`config.mk`:
```
export PLATFORM = sky130hd
export DESIGN_NAME = pces_sideband
export DESIGN_NICKNAME = d
export VERILOG_FILES = /design/src/pces_pkg.sv /design/src/pces_crd_if.sv /design/src/pces_crd_cnt.sv /design/src/pces_err_log.sv /design/src/pces_sideband.sv
export SDC_FILE = /design/constraint.sdc
export NUM_CORES = 1
export LEC_CHECK = 0
export BUFFER_PORTS_ARGS = -buffer_cell sky130_fd_sc_hd__buf_4
export CAP_MARGIN = 20
export CORE_MARGIN = 1
export CORE_UTILIZATION = 55
export CTS_CLUSTER_SIZE = 14
export DETAILED_ROUTE_END_ITERATION = 10
export GPL_TIMING_DRIVEN = 1
export PLACE_DENSITY = 0.75
export RECOVER_POWER = 100
export SYNTH_ARGS = -nofsm -noshare
export SYNTH_HDL_FRONTEND = slang
export SYNTH_HIERARCHICAL = 1
export SYNTH_SLANG_ARGS = --single-unit
```
`constraint.sdc`:
```
create_clock -name CLK -period 4.5 [get_ports CLK]
set_input_delay 0.675 -clock CLK [delete_from_list [all_inputs] [get_ports CLK]]
set_output_delay 0.675 -clock CLK [all_outputs]
set_load 0.01 [all_outputs]
```
`src/pces_pkg.sv`:
```
// Shared constants and types for the credit and error sideband block
package pces_pkg;
  localparam int HDR_W  = 8;
  localparam int DAT_W  = 12;
  localparam int NCAT   = 3;
  localparam int NPF    = 4;
  localparam int PF_W   = 2;
  localparam int VF_W   = 11;
  localparam int NERR   = 4;
  localparam int PEND_W = 8;
  localparam int HDR_CREDIT_BYTES = 20;
  localparam int DAT_CREDIT_BYTES = 16;
  localparam logic [1:0] SEL_POSTED    = 2'h0;
  localparam logic [1:0] SEL_NONPOSTED = 2'h1;
  localparam logic [1:0] SEL_CPL       = 2'h2;
  localparam int BIT_PH  = 5;
  localparam int BIT_PD  = 4;
  localparam int BIT_NPH = 3;
  localparam int BIT_NPD = 2;
  localparam int BIT_CH  = 1;
  localparam int BIT_CD  = 0;
  localparam int ERR_CTO_COR = 0;
  localparam int ERR_CTO_UNC = 1;
  localparam int ERR_CA      = 2;
  localparam int ERR_UC      = 3;
  localparam int SEV_CTO = 0;
  localparam int SEV_CA  = 1;
  localparam int SEV_UC  = 2;
  localparam logic [11:0] ADDR_LIM_P  = 12'h000;
  localparam logic [11:0] ADDR_LIM_NP = 12'h004;
  localparam logic [11:0] ADDR_LIM_C  = 12'h008;
  localparam logic [11:0] ADDR_INF    = 12'h00C;
  localparam logic [11:0] ADDR_SEV    = 12'h010;
  localparam logic [11:0] ADDR_PF_ERR = 12'h014;
  localparam logic [11:0] ADDR_VF_ERR = 12'h018;
  localparam logic [11:0] ADDR_MSG    = 12'h01C;
  localparam logic [11:0] ADDR_STAT   = 12'h020;
  localparam int LIM_HDR_LSB = 0;
  localparam int LIM_DAT_LSB = 8;
  localparam int VF_LAST_LSB = 16;
  localparam logic [HDR_W-1:0] LIM_HDR_RST = 8'h00;
  localparam logic [DAT_W-1:0] LIM_DAT_RST = 12'h000;
  localparam logic [5:0]       INF_RST     = 6'h00;
  localparam logic [2:0]       SEV_RST     = 3'h0;
  typedef enum logic [1:0] {MSG_COR, MSG_NONFATAL, MSG_FATAL} pces_msg_t;
endpackage

```
`src/pces_crd_if.sv`:
```
// Consumption requests and consumed counts between control and counters
`timescale 1ns/1ps
interface pces_crd_if;
  import pces_pkg::*;
  logic [NCAT-1:0]  hdr_use;
  logic [NCAT-1:0]  dat_use;
  logic [DAT_W-1:0] dat_amt;
  logic             clr;
  logic [HDR_W-1:0] hdr_cons [NCAT];
  logic [DAT_W-1:0] dat_cons [NCAT];
  modport ctl (output hdr_use, dat_use, dat_amt, clr, input hdr_cons, dat_cons);
  modport cnt (input hdr_use, dat_use, dat_amt, clr, output hdr_cons, dat_cons);
endinterface

```
`src/pces_crd_cnt.sv`:
```
// Per-category consumed credit counters
`timescale 1ns/1ps
module pces_crd_cnt
  import pces_pkg::*;
(
  // Clock and reset
  input wire logic clk,
  input wire logic nrst,
  // Counter side of the credit carrier
  pces_crd_if.cnt  crd
);
  for (genvar g = 0; g < NCAT; g++) begin : g_cat
    logic [HDR_W-1:0] hc_r;
    logic [DAT_W-1:0] dc_r;
    always_ff @(posedge clk or negedge nrst) begin
      if (!nrst) begin
        hc_r <= '0;
        dc_r <= '0;
      end else if (crd.clr) begin
        hc_r <= '0;
        dc_r <= '0;
      end else begin
        if (crd.hdr_use[g]) hc_r <= hc_r + 1'b1;
        if (crd.dat_use[g]) dc_r <= dc_r + crd.dat_amt;
      end
    end
    assign crd.hdr_cons[g] = hc_r;
    assign crd.dat_cons[g] = dc_r;
  end
endmodule

```
`src/pces_err_log.sv`:
```
// Error status logging and pending error message counts
`timescale 1ns/1ps
module pces_err_log
  import pces_pkg::*;
(
  // Clock and reset
  input  wire logic              clk,
  input  wire logic              nrst,
  // Error report
  input  wire logic [NERR-1:0]   err_in,
  input  wire logic [PF_W-1:0]   pf_id,
  input  wire logic              vf_flag,
  input  wire logic [VF_W-1:0]   vf_off,
  input  wire logic [2:0]        sev,
  // Software clears and message hand-off
  input  wire logic [NPF*NERR-1:0] pf_clr,
  input  wire logic [NERR-1:0]   vf_clr,
  input  wire logic              msg_take,
  output logic [NPF*NERR-1:0]    pf_sts,
  output logic [NERR-1:0]        vf_sts,
  output logic [VF_W-1:0]        vf_last,
  output logic                   pend_any,
  output pces_msg_t              pend_cls,
  output logic [PEND_W-1:0]      pend [3]
);
  logic [PEND_W-1:0] inc [3];
  logic [NPF*NERR-1:0] pf_set;
  pces_msg_t cls [NERR];

  // Fatal messages leave first
  assign pend_any = (pend[MSG_FATAL] != '0) | (pend[MSG_NONFATAL] != '0) | (pend[MSG_COR] != '0);
  assign pend_cls = (pend[MSG_FATAL] != '0) ? MSG_FATAL :
                    (pend[MSG_NONFATAL] != '0) ? MSG_NONFATAL : MSG_COR;
  assign cls[ERR_CTO_COR] = MSG_COR;
  assign cls[ERR_CTO_UNC] = sev[SEV_CTO] ? MSG_FATAL : MSG_NONFATAL;
  assign cls[ERR_CA]      = sev[SEV_CA] ? MSG_FATAL : MSG_COR;
  assign cls[ERR_UC]      = sev[SEV_UC] ? MSG_FATAL : MSG_COR;
  assign pf_set = vf_flag ? '0 : ({{(NPF-1)*NERR{1'b0}}, err_in} << (pf_id * NERR));

  // Several reports in one cycle each add a message of their own
  always_comb begin
    for (int k = 0; k < 3; k++) inc[k] = '0;
    for (int i = 0; i < NERR; i++) begin
      if (err_in[i]) inc[cls[i]] = inc[cls[i]] + 1'b1;
    end
  end

  for (genvar k = 0; k < 3; k++) begin : g_pend
    always_ff @(posedge clk or negedge nrst) begin
      if (!nrst) pend[k] <= '0;
      else pend[k] <= pend[k] + inc[k] - PEND_W'(msg_take && (pend_cls == pces_msg_t'(k)));
    end
  end

  // Set wins over a software clear in the same cycle
  always_ff @(posedge clk or negedge nrst) begin
    if (!nrst) begin
      pf_sts  <= '0;
      vf_sts  <= '0;
      vf_last <= '0;
    end else begin
      pf_sts <= (pf_sts & ~pf_clr) | pf_set;
      vf_sts <= (vf_sts & ~vf_clr) | (vf_flag ? err_in : '0);
      if (vf_flag && (err_in != '0)) vf_last <= vf_off;
    end
  end
endmodule

```
`src/pces_sideband.sv`:
```
// Transmit credit reporting and completion error sideband, with APB registers
`timescale 1ns/1ps
module pces_sideband
  import pces_pkg::*;
#(
  parameter bit CONS_SEL_PORT_EN = 1'b1
)
(
  // Clock and reset
  input  wire logic              CLK,
  input  wire logic              NRST,
  // APB slave
  input  wire logic              PSEL,
  input  wire logic              PENABLE,
  input  wire logic              PWRITE,
  input  wire logic [11:0]       PADDR,
  input  wire logic [31:0]       PWDATA,
  output logic [31:0]            PRDATA,
  output logic                   PREADY,
  output logic                   PSLVERR,
  // Link state
  input  wire logic              LINK_LAYER_UP,
  // Application transmit packet starts
  input  wire logic              TX_VALID,
  input  wire logic              TX_SOP,
  input  wire logic [1:0]        TX_CATEGORY,
  input  wire logic [DAT_W-1:0]  TX_DATA_CREDITS,
  output logic                   TX_STREAM_ACCEPT,
  // Credit reporting
  output logic [5:0]             IP_CONSUMED_CREDIT_PULSE,
  output logic [5:0]             INFINITE_CREDIT_FLAGS,
  input  wire logic [1:0]        CREDIT_CATEGORY_SELECT,
  input  wire logic              CONSUMED_VS_LIMIT_SELECT,
  output logic [HDR_W-1:0]       HEADER_CREDIT_VALUE,
  output logic [DAT_W-1:0]       DATA_CREDIT_VALUE,
  // Completion error reports
  input  wire logic [NERR-1:0]   COMPLETION_ERROR_REPORT,
  input  wire logic [PF_W-1:0]   ERROR_PHYS_FUNCTION_ID,
  input  wire logic              ERROR_VIRTUAL_FUNCTION_FLAG,
  input  wire logic [VF_W-1:0]   ERROR_VIRTUAL_FUNCTION_OFFSET,
  // Error messages toward the root complex
  output logic                   ERR_MSG_VALID,
  output logic [1:0]             ERR_MSG_CLASS
);

  // Category index to one-hot header or data position in the six-bit vectors
  function automatic logic [5:0] type_bit(input logic [1:0] cat, input logic data);
    logic [5:0] v;
    v = 6'h00;
    case (cat)
      SEL_POSTED:    v[data ? BIT_PD : BIT_PH] = 1'b1;
      SEL_NONPOSTED: v[data ? BIT_NPD : BIT_NPH] = 1'b1;
      SEL_CPL:       v[data ? BIT_CD : BIT_CH] = 1'b1;
      default:       v = 6'h00;
    endcase
    return v;
  endfunction

  function automatic logic [NCAT-1:0] cat_hot(input logic [1:0] cat);
    logic [NCAT-1:0] v;
    v = '0;
    case (cat)
      SEL_POSTED:    v[0] = 1'b1;
      SEL_NONPOSTED: v[1] = 1'b1;
      SEL_CPL:       v[2] = 1'b1;
      default:       v = '0;
    endcase
    return v;
  endfunction

  // Register state
  logic [HDR_W-1:0]       lim_hdr_r [NCAT];
  logic [DAT_W-1:0]       lim_dat_r [NCAT];
  logic [5:0]             inf_r;
  logic [2:0]             sev_r;
  logic [7:0]             sent_r;
  logic                   pready_r;
  logic                   pslverr_r;
  logic [31:0]            prdata_r;
  logic                   accept_r;
  logic [5:0]             cons_pulse_r;
  logic                   msg_valid_r;
  pces_msg_t              msg_class_r;
  logic [1:0]             sel_q_r;
  logic                   cons_q_r;
  logic [HDR_W-1:0]       hdr_val_r;
  logic [DAT_W-1:0]       dat_val_r;

  // Decode wires
  logic                   setup_rd;
  logic                   setup_any;
  logic                   wr_en;
  logic                   hit_lim;
  logic                   mapped;
  logic [1:0]             lim_idx;
  logic [31:0]            rd_mux;
  logic [5:0]             exh;
  logic                   app_take;
  logic                   msg_take;
  logic                   ph_ok;
  logic                   cons_sel_eff;
  logic [HDR_W-1:0]       hdr_pick;
  logic [DAT_W-1:0]       dat_pick;
  logic [NPF*NERR-1:0]    pf_clr;
  logic [NERR-1:0]        vf_clr;
  logic [NPF*NERR-1:0]    pf_sts;
  logic [NERR-1:0]        vf_sts;
  logic [VF_W-1:0]        vf_last;
  logic                   pend_any;
  pces_msg_t              pend_cls;
  logic [PEND_W-1:0]      pend [3];
  logic                   hit_inf;
  logic                   hit_sev;
  logic                   hit_pf;
  logic                   hit_vf;
  logic                   hit_msg;
  logic                   hit_stat;
  logic                   wr_lim;
  logic                   wr_inf;
  logic                   wr_sev;
  logic                   wr_pf;
  logic                   wr_vf;
  logic                   any_exh;

  // Next values
  logic                   pready_nxt;
  logic                   pslverr_nxt;
  logic [31:0]            prdata_nxt;
  logic                   accept_nxt;
  logic [5:0]             cons_pulse_nxt;
  logic [7:0]             sent_nxt;

  pces_crd_if crd ();

  pces_crd_cnt u_cnt (
    .clk  (CLK),
    .nrst (NRST),
    .crd  (crd.cnt)
  );

  pces_err_log u_err (
    .clk      (CLK),
    .nrst     (NRST),
    .err_in   (COMPLETION_ERROR_REPORT),
    .pf_id    (ERROR_PHYS_FUNCTION_ID),
    .vf_flag  (ERROR_VIRTUAL_FUNCTION_FLAG),
    .vf_off   (ERROR_VIRTUAL_FUNCTION_OFFSET),
    .sev      (sev_r),
    .pf_clr   (pf_clr),
    .vf_clr   (vf_clr),
    .msg_take (msg_take),
    .pf_sts   (pf_sts),
    .vf_sts   (vf_sts),
    .vf_last  (vf_last),
    .pend_any (pend_any),
    .pend_cls (pend_cls),
    .pend     (pend)
  );

  // APB decode; no wait states, so the answer comes in the first access cycle
  assign setup_any = PSEL & ~PENABLE;
  assign setup_rd  = setup_any & ~PWRITE;
  assign wr_en     = PSEL & PENABLE & PWRITE & pready_r;
  assign hit_lim   = (PADDR == ADDR_LIM_P) | (PADDR == ADDR_LIM_NP) | (PADDR == ADDR_LIM_C);
  assign hit_inf   = (PADDR == ADDR_INF);
  assign hit_sev   = (PADDR == ADDR_SEV);
  assign hit_pf    = (PADDR == ADDR_PF_ERR);
  assign hit_vf    = (PADDR == ADDR_VF_ERR);
  assign hit_msg   = (PADDR == ADDR_MSG);
  assign hit_stat  = (PADDR == ADDR_STAT);
  assign lim_idx   = PADDR[3:2];
  assign mapped    = hit_lim | hit_inf | hit_sev | hit_pf | hit_vf | hit_msg | hit_stat;

  // Write strobes act only at the edge that ends the access cycle
  assign wr_lim    = wr_en & hit_lim;
  assign wr_inf    = wr_en & hit_inf;
  assign wr_sev    = wr_en & hit_sev;
  assign wr_pf     = wr_en & hit_pf;
  assign wr_vf     = wr_en & hit_vf;
  assign pf_clr    = wr_pf ? PWDATA[NPF*NERR-1:0] : '0;
  assign vf_clr    = wr_vf ? PWDATA[NERR-1:0] : '0;

  // Answer registers load these at every edge; read data stays zero outside reads
  assign pready_nxt  = setup_any;
  assign pslverr_nxt = setup_any & ~mapped;
  assign prdata_nxt  = setup_rd ? rd_mux : 32'h0000_0000;

  always_comb begin
    rd_mux = 32'h0000_0000;
    case (PADDR)
      ADDR_LIM_P, ADDR_LIM_NP, ADDR_LIM_C: begin
        rd_mux[LIM_HDR_LSB +: HDR_W] = lim_hdr_r[lim_idx];
        rd_mux[LIM_DAT_LSB +: DAT_W] = lim_dat_r[lim_idx];
      end
      ADDR_INF:    rd_mux[5:0] = inf_r;
      ADDR_SEV:    rd_mux[2:0] = sev_r;
      ADDR_PF_ERR: rd_mux[NPF*NERR-1:0] = pf_sts;
      ADDR_VF_ERR: begin
        rd_mux[NERR-1:0] = vf_sts;
        rd_mux[VF_LAST_LSB +: VF_W] = vf_last;
      end
      ADDR_MSG:    rd_mux = {sent_r, pend[MSG_FATAL], pend[MSG_NONFATAL], pend[MSG_COR]};
      ADDR_STAT:   rd_mux[7:0] = {LINK_LAYER_UP, accept_r, exh};
      default:     rd_mux = 32'h0000_0000;
    endcase
  end

  always_ff @(posedge CLK or negedge NRST) begin
    if (!NRST) begin
      pready_r  <= 1'b0;
      pslverr_r <= 1'b0;
      prdata_r  <= 32'h0000_0000;
    end else begin
      pready_r  <= pready_nxt;
      pslverr_r <= pslverr_nxt;
      prdata_r  <= prdata_nxt;
    end
  end

  // Limits stand in for what the link partner advertised, cumulative modulo width
  for (genvar k = 0; k < NCAT; k++) begin : g_lim
    always_ff @(posedge CLK or negedge NRST) begin
      if (!NRST) begin
        lim_hdr_r[k] <= LIM_HDR_RST;
        lim_dat_r[k] <= LIM_DAT_RST;
      end else if (wr_lim && lim_idx == 2'(k)) begin
        lim_hdr_r[k] <= PWDATA[LIM_HDR_LSB +: HDR_W];
        lim_dat_r[k] <= PWDATA[LIM_DAT_LSB +: DAT_W];
      end
    end
    // Exhausted when consumed has caught up with the limit, unless unlimited
    assign exh[5-2*k] = ~inf_r[5-2*k] & (lim_hdr_r[k] == crd.hdr_cons[k]);
    assign exh[4-2*k] = ~inf_r[4-2*k] & (lim_dat_r[k] == crd.dat_cons[k]);
  end

  always_ff @(posedge CLK or negedge NRST) begin
    if (!NRST) begin
      inf_r <= INF_RST;
      sev_r <= SEV_RST;
    end else begin
      if (wr_inf) inf_r <= PWDATA[5:0];
      if (wr_sev) sev_r <= PWDATA[2:0];
    end
  end

  // Credit consumption: the application packet wins, a message waits a cycle
  assign app_take = TX_VALID & TX_SOP & accept_r;
  assign ph_ok    = inf_r[BIT_PH] | ~exh[BIT_PH];
  assign msg_take = pend_any & ~app_take & ph_ok & LINK_LAYER_UP;
  assign crd.clr  = ~LINK_LAYER_UP;
  assign crd.hdr_use = app_take ? cat_hot(TX_CATEGORY) :
                       (msg_take ? cat_hot(SEL_POSTED) : '0);
  assign crd.dat_use = (app_take && TX_DATA_CREDITS != '0) ? cat_hot(TX_CATEGORY) : '0;
  assign crd.dat_amt = TX_DATA_CREDITS;
  assign any_exh     = (exh != 6'h00);

  // Accept drops for one cycle after each packet start so the counters settle;
  // this costs a bubble per packet but never lets a stale accept overdraw.
  // An own message spends a posted header too, so it gets the same bubble
  assign accept_nxt = LINK_LAYER_UP & ~any_exh & ~app_take & ~msg_take;
  always_ff @(posedge CLK or negedge NRST) begin
    if (!NRST) begin
      accept_r <= 1'b0;
    end else begin
      accept_r <= accept_nxt;
    end
  end

  // Error messages are posted without data: one posted header credit each
  assign cons_pulse_nxt = msg_take ? type_bit(SEL_POSTED, 1'b0) : 6'h00;
  assign sent_nxt       = sent_r + 8'h01;
  always_ff @(posedge CLK or negedge NRST) begin
    if (!NRST) begin
      cons_pulse_r <= 6'h00;
      msg_valid_r  <= 1'b0;
      msg_class_r  <= MSG_COR;
      sent_r       <= 8'h00;
    end else begin
      cons_pulse_r <= cons_pulse_nxt;
      msg_valid_r  <= msg_take;
      if (msg_take) begin
        msg_class_r <= pend_cls;
        sent_r      <= sent_nxt;
      end
    end
  end

  // Two-stage select path: sample the select, then register the chosen values
  assign cons_sel_eff = CONS_SEL_PORT_EN & CONSUMED_VS_LIMIT_SELECT;
  assign hdr_pick = (sel_q_r == 2'h3) ? '0 :
                    (cons_q_r ? crd.hdr_cons[sel_q_r] : lim_hdr_r[sel_q_r]);
  assign dat_pick = (sel_q_r == 2'h3) ? '0 :
                    (cons_q_r ? crd.dat_cons[sel_q_r] : lim_dat_r[sel_q_r]);

  always_ff @(posedge CLK or negedge NRST) begin
    if (!NRST) begin
      sel_q_r   <= SEL_POSTED;
      cons_q_r  <= 1'b0;
      hdr_val_r <= '0;
      dat_val_r <= '0;
    end else begin
      sel_q_r   <= CREDIT_CATEGORY_SELECT;
      cons_q_r  <= cons_sel_eff;
      hdr_val_r <= hdr_pick;
      dat_val_r <= dat_pick;
    end
  end

  assign PRDATA                   = prdata_r;
  assign PREADY                   = pready_r;
  assign PSLVERR                  = pslverr_r;
  assign TX_STREAM_ACCEPT         = accept_r;
  assign IP_CONSUMED_CREDIT_PULSE = cons_pulse_r;
  assign INFINITE_CREDIT_FLAGS    = inf_r;
  assign HEADER_CREDIT_VALUE      = hdr_val_r;
  assign DATA_CREDIT_VALUE        = dat_val_r;
  assign ERR_MSG_VALID            = msg_valid_r;
  assign ERR_MSG_CLASS            = msg_class_r;
endmodule

```
==> metrics.cfg <==
[power_and_ir_drop]
seq_power_share_pct=37.8
p_clk_share_pct=38.4
p_int_uw=4730
switchingPower_uw=1970
p_per_area_nw_per_um2=397
combPwrFrac_pct=23.7
p_sw_share_pct=29.4
p_leak_uw=0.00822
ir_worst_vdd_v=0.000275
finalPower_uw=6700

[critical_path]
cpMostUsedCell=inv_1
arrival_ns=4.23
endpoint_kind=flop
critPathSlowestCell=o311ai_0
worstPathCellList=inv_1, ha_1, nor4b_1, and3b_1, nand3_1, nand2_1, inv_1, and2_0, ha_1, inv_1, ha_1, inv_1, fa_1, inv_1, a21oi_1, nor2_1, o21a_1, o311ai_0
cp-start-kind=flop
cp_max_fo=8
required_ns=4.91
crit_path_max_incr_delay_ns=0.43
worstSetupPathType=flop to flop

[global_routing]
first_global_vias=11800
antenna_found_initial=0
grt_pass1_wl_um=64700
grt_max_degree=123
grt_use_total_pct=29.2
overflow=0

[logic_synthesis]
ys_seq_area_share_pct=42.4
synth_top_area_share_pct=42.4
synth-seq-cells=253
ys_async_sr_fraction_pct=100
synth_top_area_cell=dfrtp_1
synthFlopType=dfrtp_1
synth.most_common_cell=dfrtp_1
yosysWarnings=6
synth_area_um2=14900
synth.avg_cell_area_um2=9.77
synth-edff-count=0
synth_cell_types=73
synth.area.top_cells=dfrtp_1, mux2_2, ha_1, xor2_1, nor2_1
synth_common_cells=dfrtp_1, nor2_1, a21oi_1
syn-instance-count=1530

[sta]
relSlewSlack_pct=-111
hold_viol=0
max_freq_mhz=262
tns_ns=0
timing.final.ws_setup_ns=0.679
rsz0062_at_grt=false
finalSetupViolCount=0
tightest_slew_ns=3.17
slew_violations=144
layout_min_cycle_time_ns=3.82
fin_skew_ns=0.0199
period_share_pct=84.9

[min_path]
hp-class=input pin to flop

[cts]
clock_latency_ns=0.57
numCtsBuffers=30
cts_setup_buffers=0
cts_sinks=253
clk_pin_slew_ns=0.06
htreeDepth=1
cts_resized=0
cts_tree=yes
holdBufCountCts=0
cts_root_buf=clkbuf_16
clockBufferDepth=3

[drt]
vias=12200
drt-vias-per-instance=6.08
route.detailed.drc=0
wire_per_inst_um=20.3
detail-route-antenna-nets=0
drt_pre_antenna_iters=5
wl_um=40700
drt_iter0_drc=974

[cells_and_area]
final_cells=2009
nets=1821
area_growth_pct=13.0
drive_gt1_share_pct=13.1
diodes=0

[die]
die_w_um=167
die_h_um=167
initial_utilization_pct=56.7
rows=59
die_area_um2=27800
io_pins=157
coreArea_um2=26400

[run_status]
outcome=finished with violations
violations=max-capacitance violations, max-slew violations

[place]
dp_slack_ns=0.764
port_buffers=139
gp_congestion=0.960
hpwl_um=29500
dpl.cell_count=1954

[job]
cap_violations=3

[registers in the layout, indices dropped and copies added, names as in the netlist]
signal	flops
lim_hdr_r	24
ERR_MSG_CLASS	2
u_cnt/g_cat.hc_r	24
HEADER_CREDIT_VALUE	8
PRDATA	32
INFINITE_CREDIT_FLAGS	6
u_err/vf_last	11
sent_r	8
u_err/pf_sts	16
PREADY	1
sel_q_r	2
PSLVERR	1
u_cnt/g_cat.dc_r	36
u_err/pend	24
TX_STREAM_ACCEPT	1
lim_dat_r	36
DATA_CREDIT_VALUE	12
IP_CONSUMED_CREDIT_PULSE	1
u_err/vf_sts	4
cons_q_r	1
sev_r	3
[power groups by stage]
stage	clock, uW	combinational (uW)	sequential (uW)
2_1_floorplan	0	1170	2540
3_3_place_gp	0	1490	2570
3_5_place_dp	0	1580	2570
4_1_cts	2610	1590	2530
5_1_grt	2700	1800	2550
6_report	2580	1590	2530
[final cells by class]
type	count	area (um2)
Timing Repair Buffer	158	881
Inverter	90	338
Tap cell	335	419
Clock buffer	43	820
Fill cell	2214	9460
Clock inverter	12	225
Sequential cell	253	6330
Multi-Input combinational cell	1118	7880
[cells by family (layout without fill, tap and decap cells)]
| group | count (synthesis) | in the layout | synth area share, % |
|---|---|---|---|
| AOI/OAI and AO/OA | 340 | 340 | 13.9 |
| xor gates and xnor gates | 126 | 126 | 7.38 |
| adders and majority gates | 83 | 83 | 7.25 |
| buffers and inverters | 163 | 303 | 4.55 |
| DFF | 253 | 253 | 42.4 |
| muxes | 133 | 133 | 9.83 |
| other | 3 | 7 | 0.0753 |
| and+or+nand+nor | 429 | 429 | 14.7 |
[worst max-delay path: cells and delay by family, from the launching register on]
| family | cells | cell delay [ns] |
|---|---|---|
| flops | 1 | 0.40 |
| fa+ha+maj | 4 | 0.85 |
| buf+inv | 5 | 0.37 |
| compound gates | 3 | 0.77 |
| simple gates | 6 | 1.29 |
[stage by stage]
stage	hold WS, ns	area (um2)	utilization (%)
global route	0.223	16900	64.1
CTS	0.206	17300	65.6
finish	0.245	16900	64.1
global placement	0.454	16200	61.6
floorplan	0.379	15000	-
detailed placement	0.468	16200	61.6
[cells in the final DEF, fill, tap and decap left out, types with 57 or more instances in the layout]
cell type / synthesis / final
nor2_1: 151 / 150
o22ai_1: 57 / 57
nand2_1: 81 / 81
xor2_1: 83 / 83
mux2_2: 86 / 83
ha_1: 77 / 77
clkbuf_1: 39 / 89
inv_1: 90 / 90
o21ai_0: 76 / 76
dfrtp_1: 253 / 253
buf_4: 9 / 70
a21oi_1: 103 / 103
[per-layer routing]
layer | routed length, um | vias up | track usage [%] | part of all wire [%]
met1 | 17800 | 6056 | 40.8 | 44
met2 | 19200 | 444 | 47.6 | 47
met3 | 2600 | 68 | 3.80 | 6.4
li1 | - | 5643 | - | -
met5 | 0 | - | 0 | 0
met4 | 1040 | 0 | 8.29 | 2.6
[worst paths after layout]
check                                           from                      to  slack, ns  cells past startpoint
setup / recovery                       u_err/pend[4]          u_err/pend[14]       0.68                     18
hold / removal             CREDIT_CATEGORY_SELECT[1]              sel_q_r[1]       0.24                      1
setup reg to reg                       u_err/pend[4]          u_err/pend[14]       0.68                     18
hold reg to reg                            sent_r[7]               sent_r[7]       0.47                      1
max in group asynchronous                       NRST  u_cnt/g_cat[0].dc_r[2]       1.15                      2
min in group asynchronous                       NRST              PRDATA[21]       1.11                      1
No activity file was read; power rests on OpenSTA's default activity.
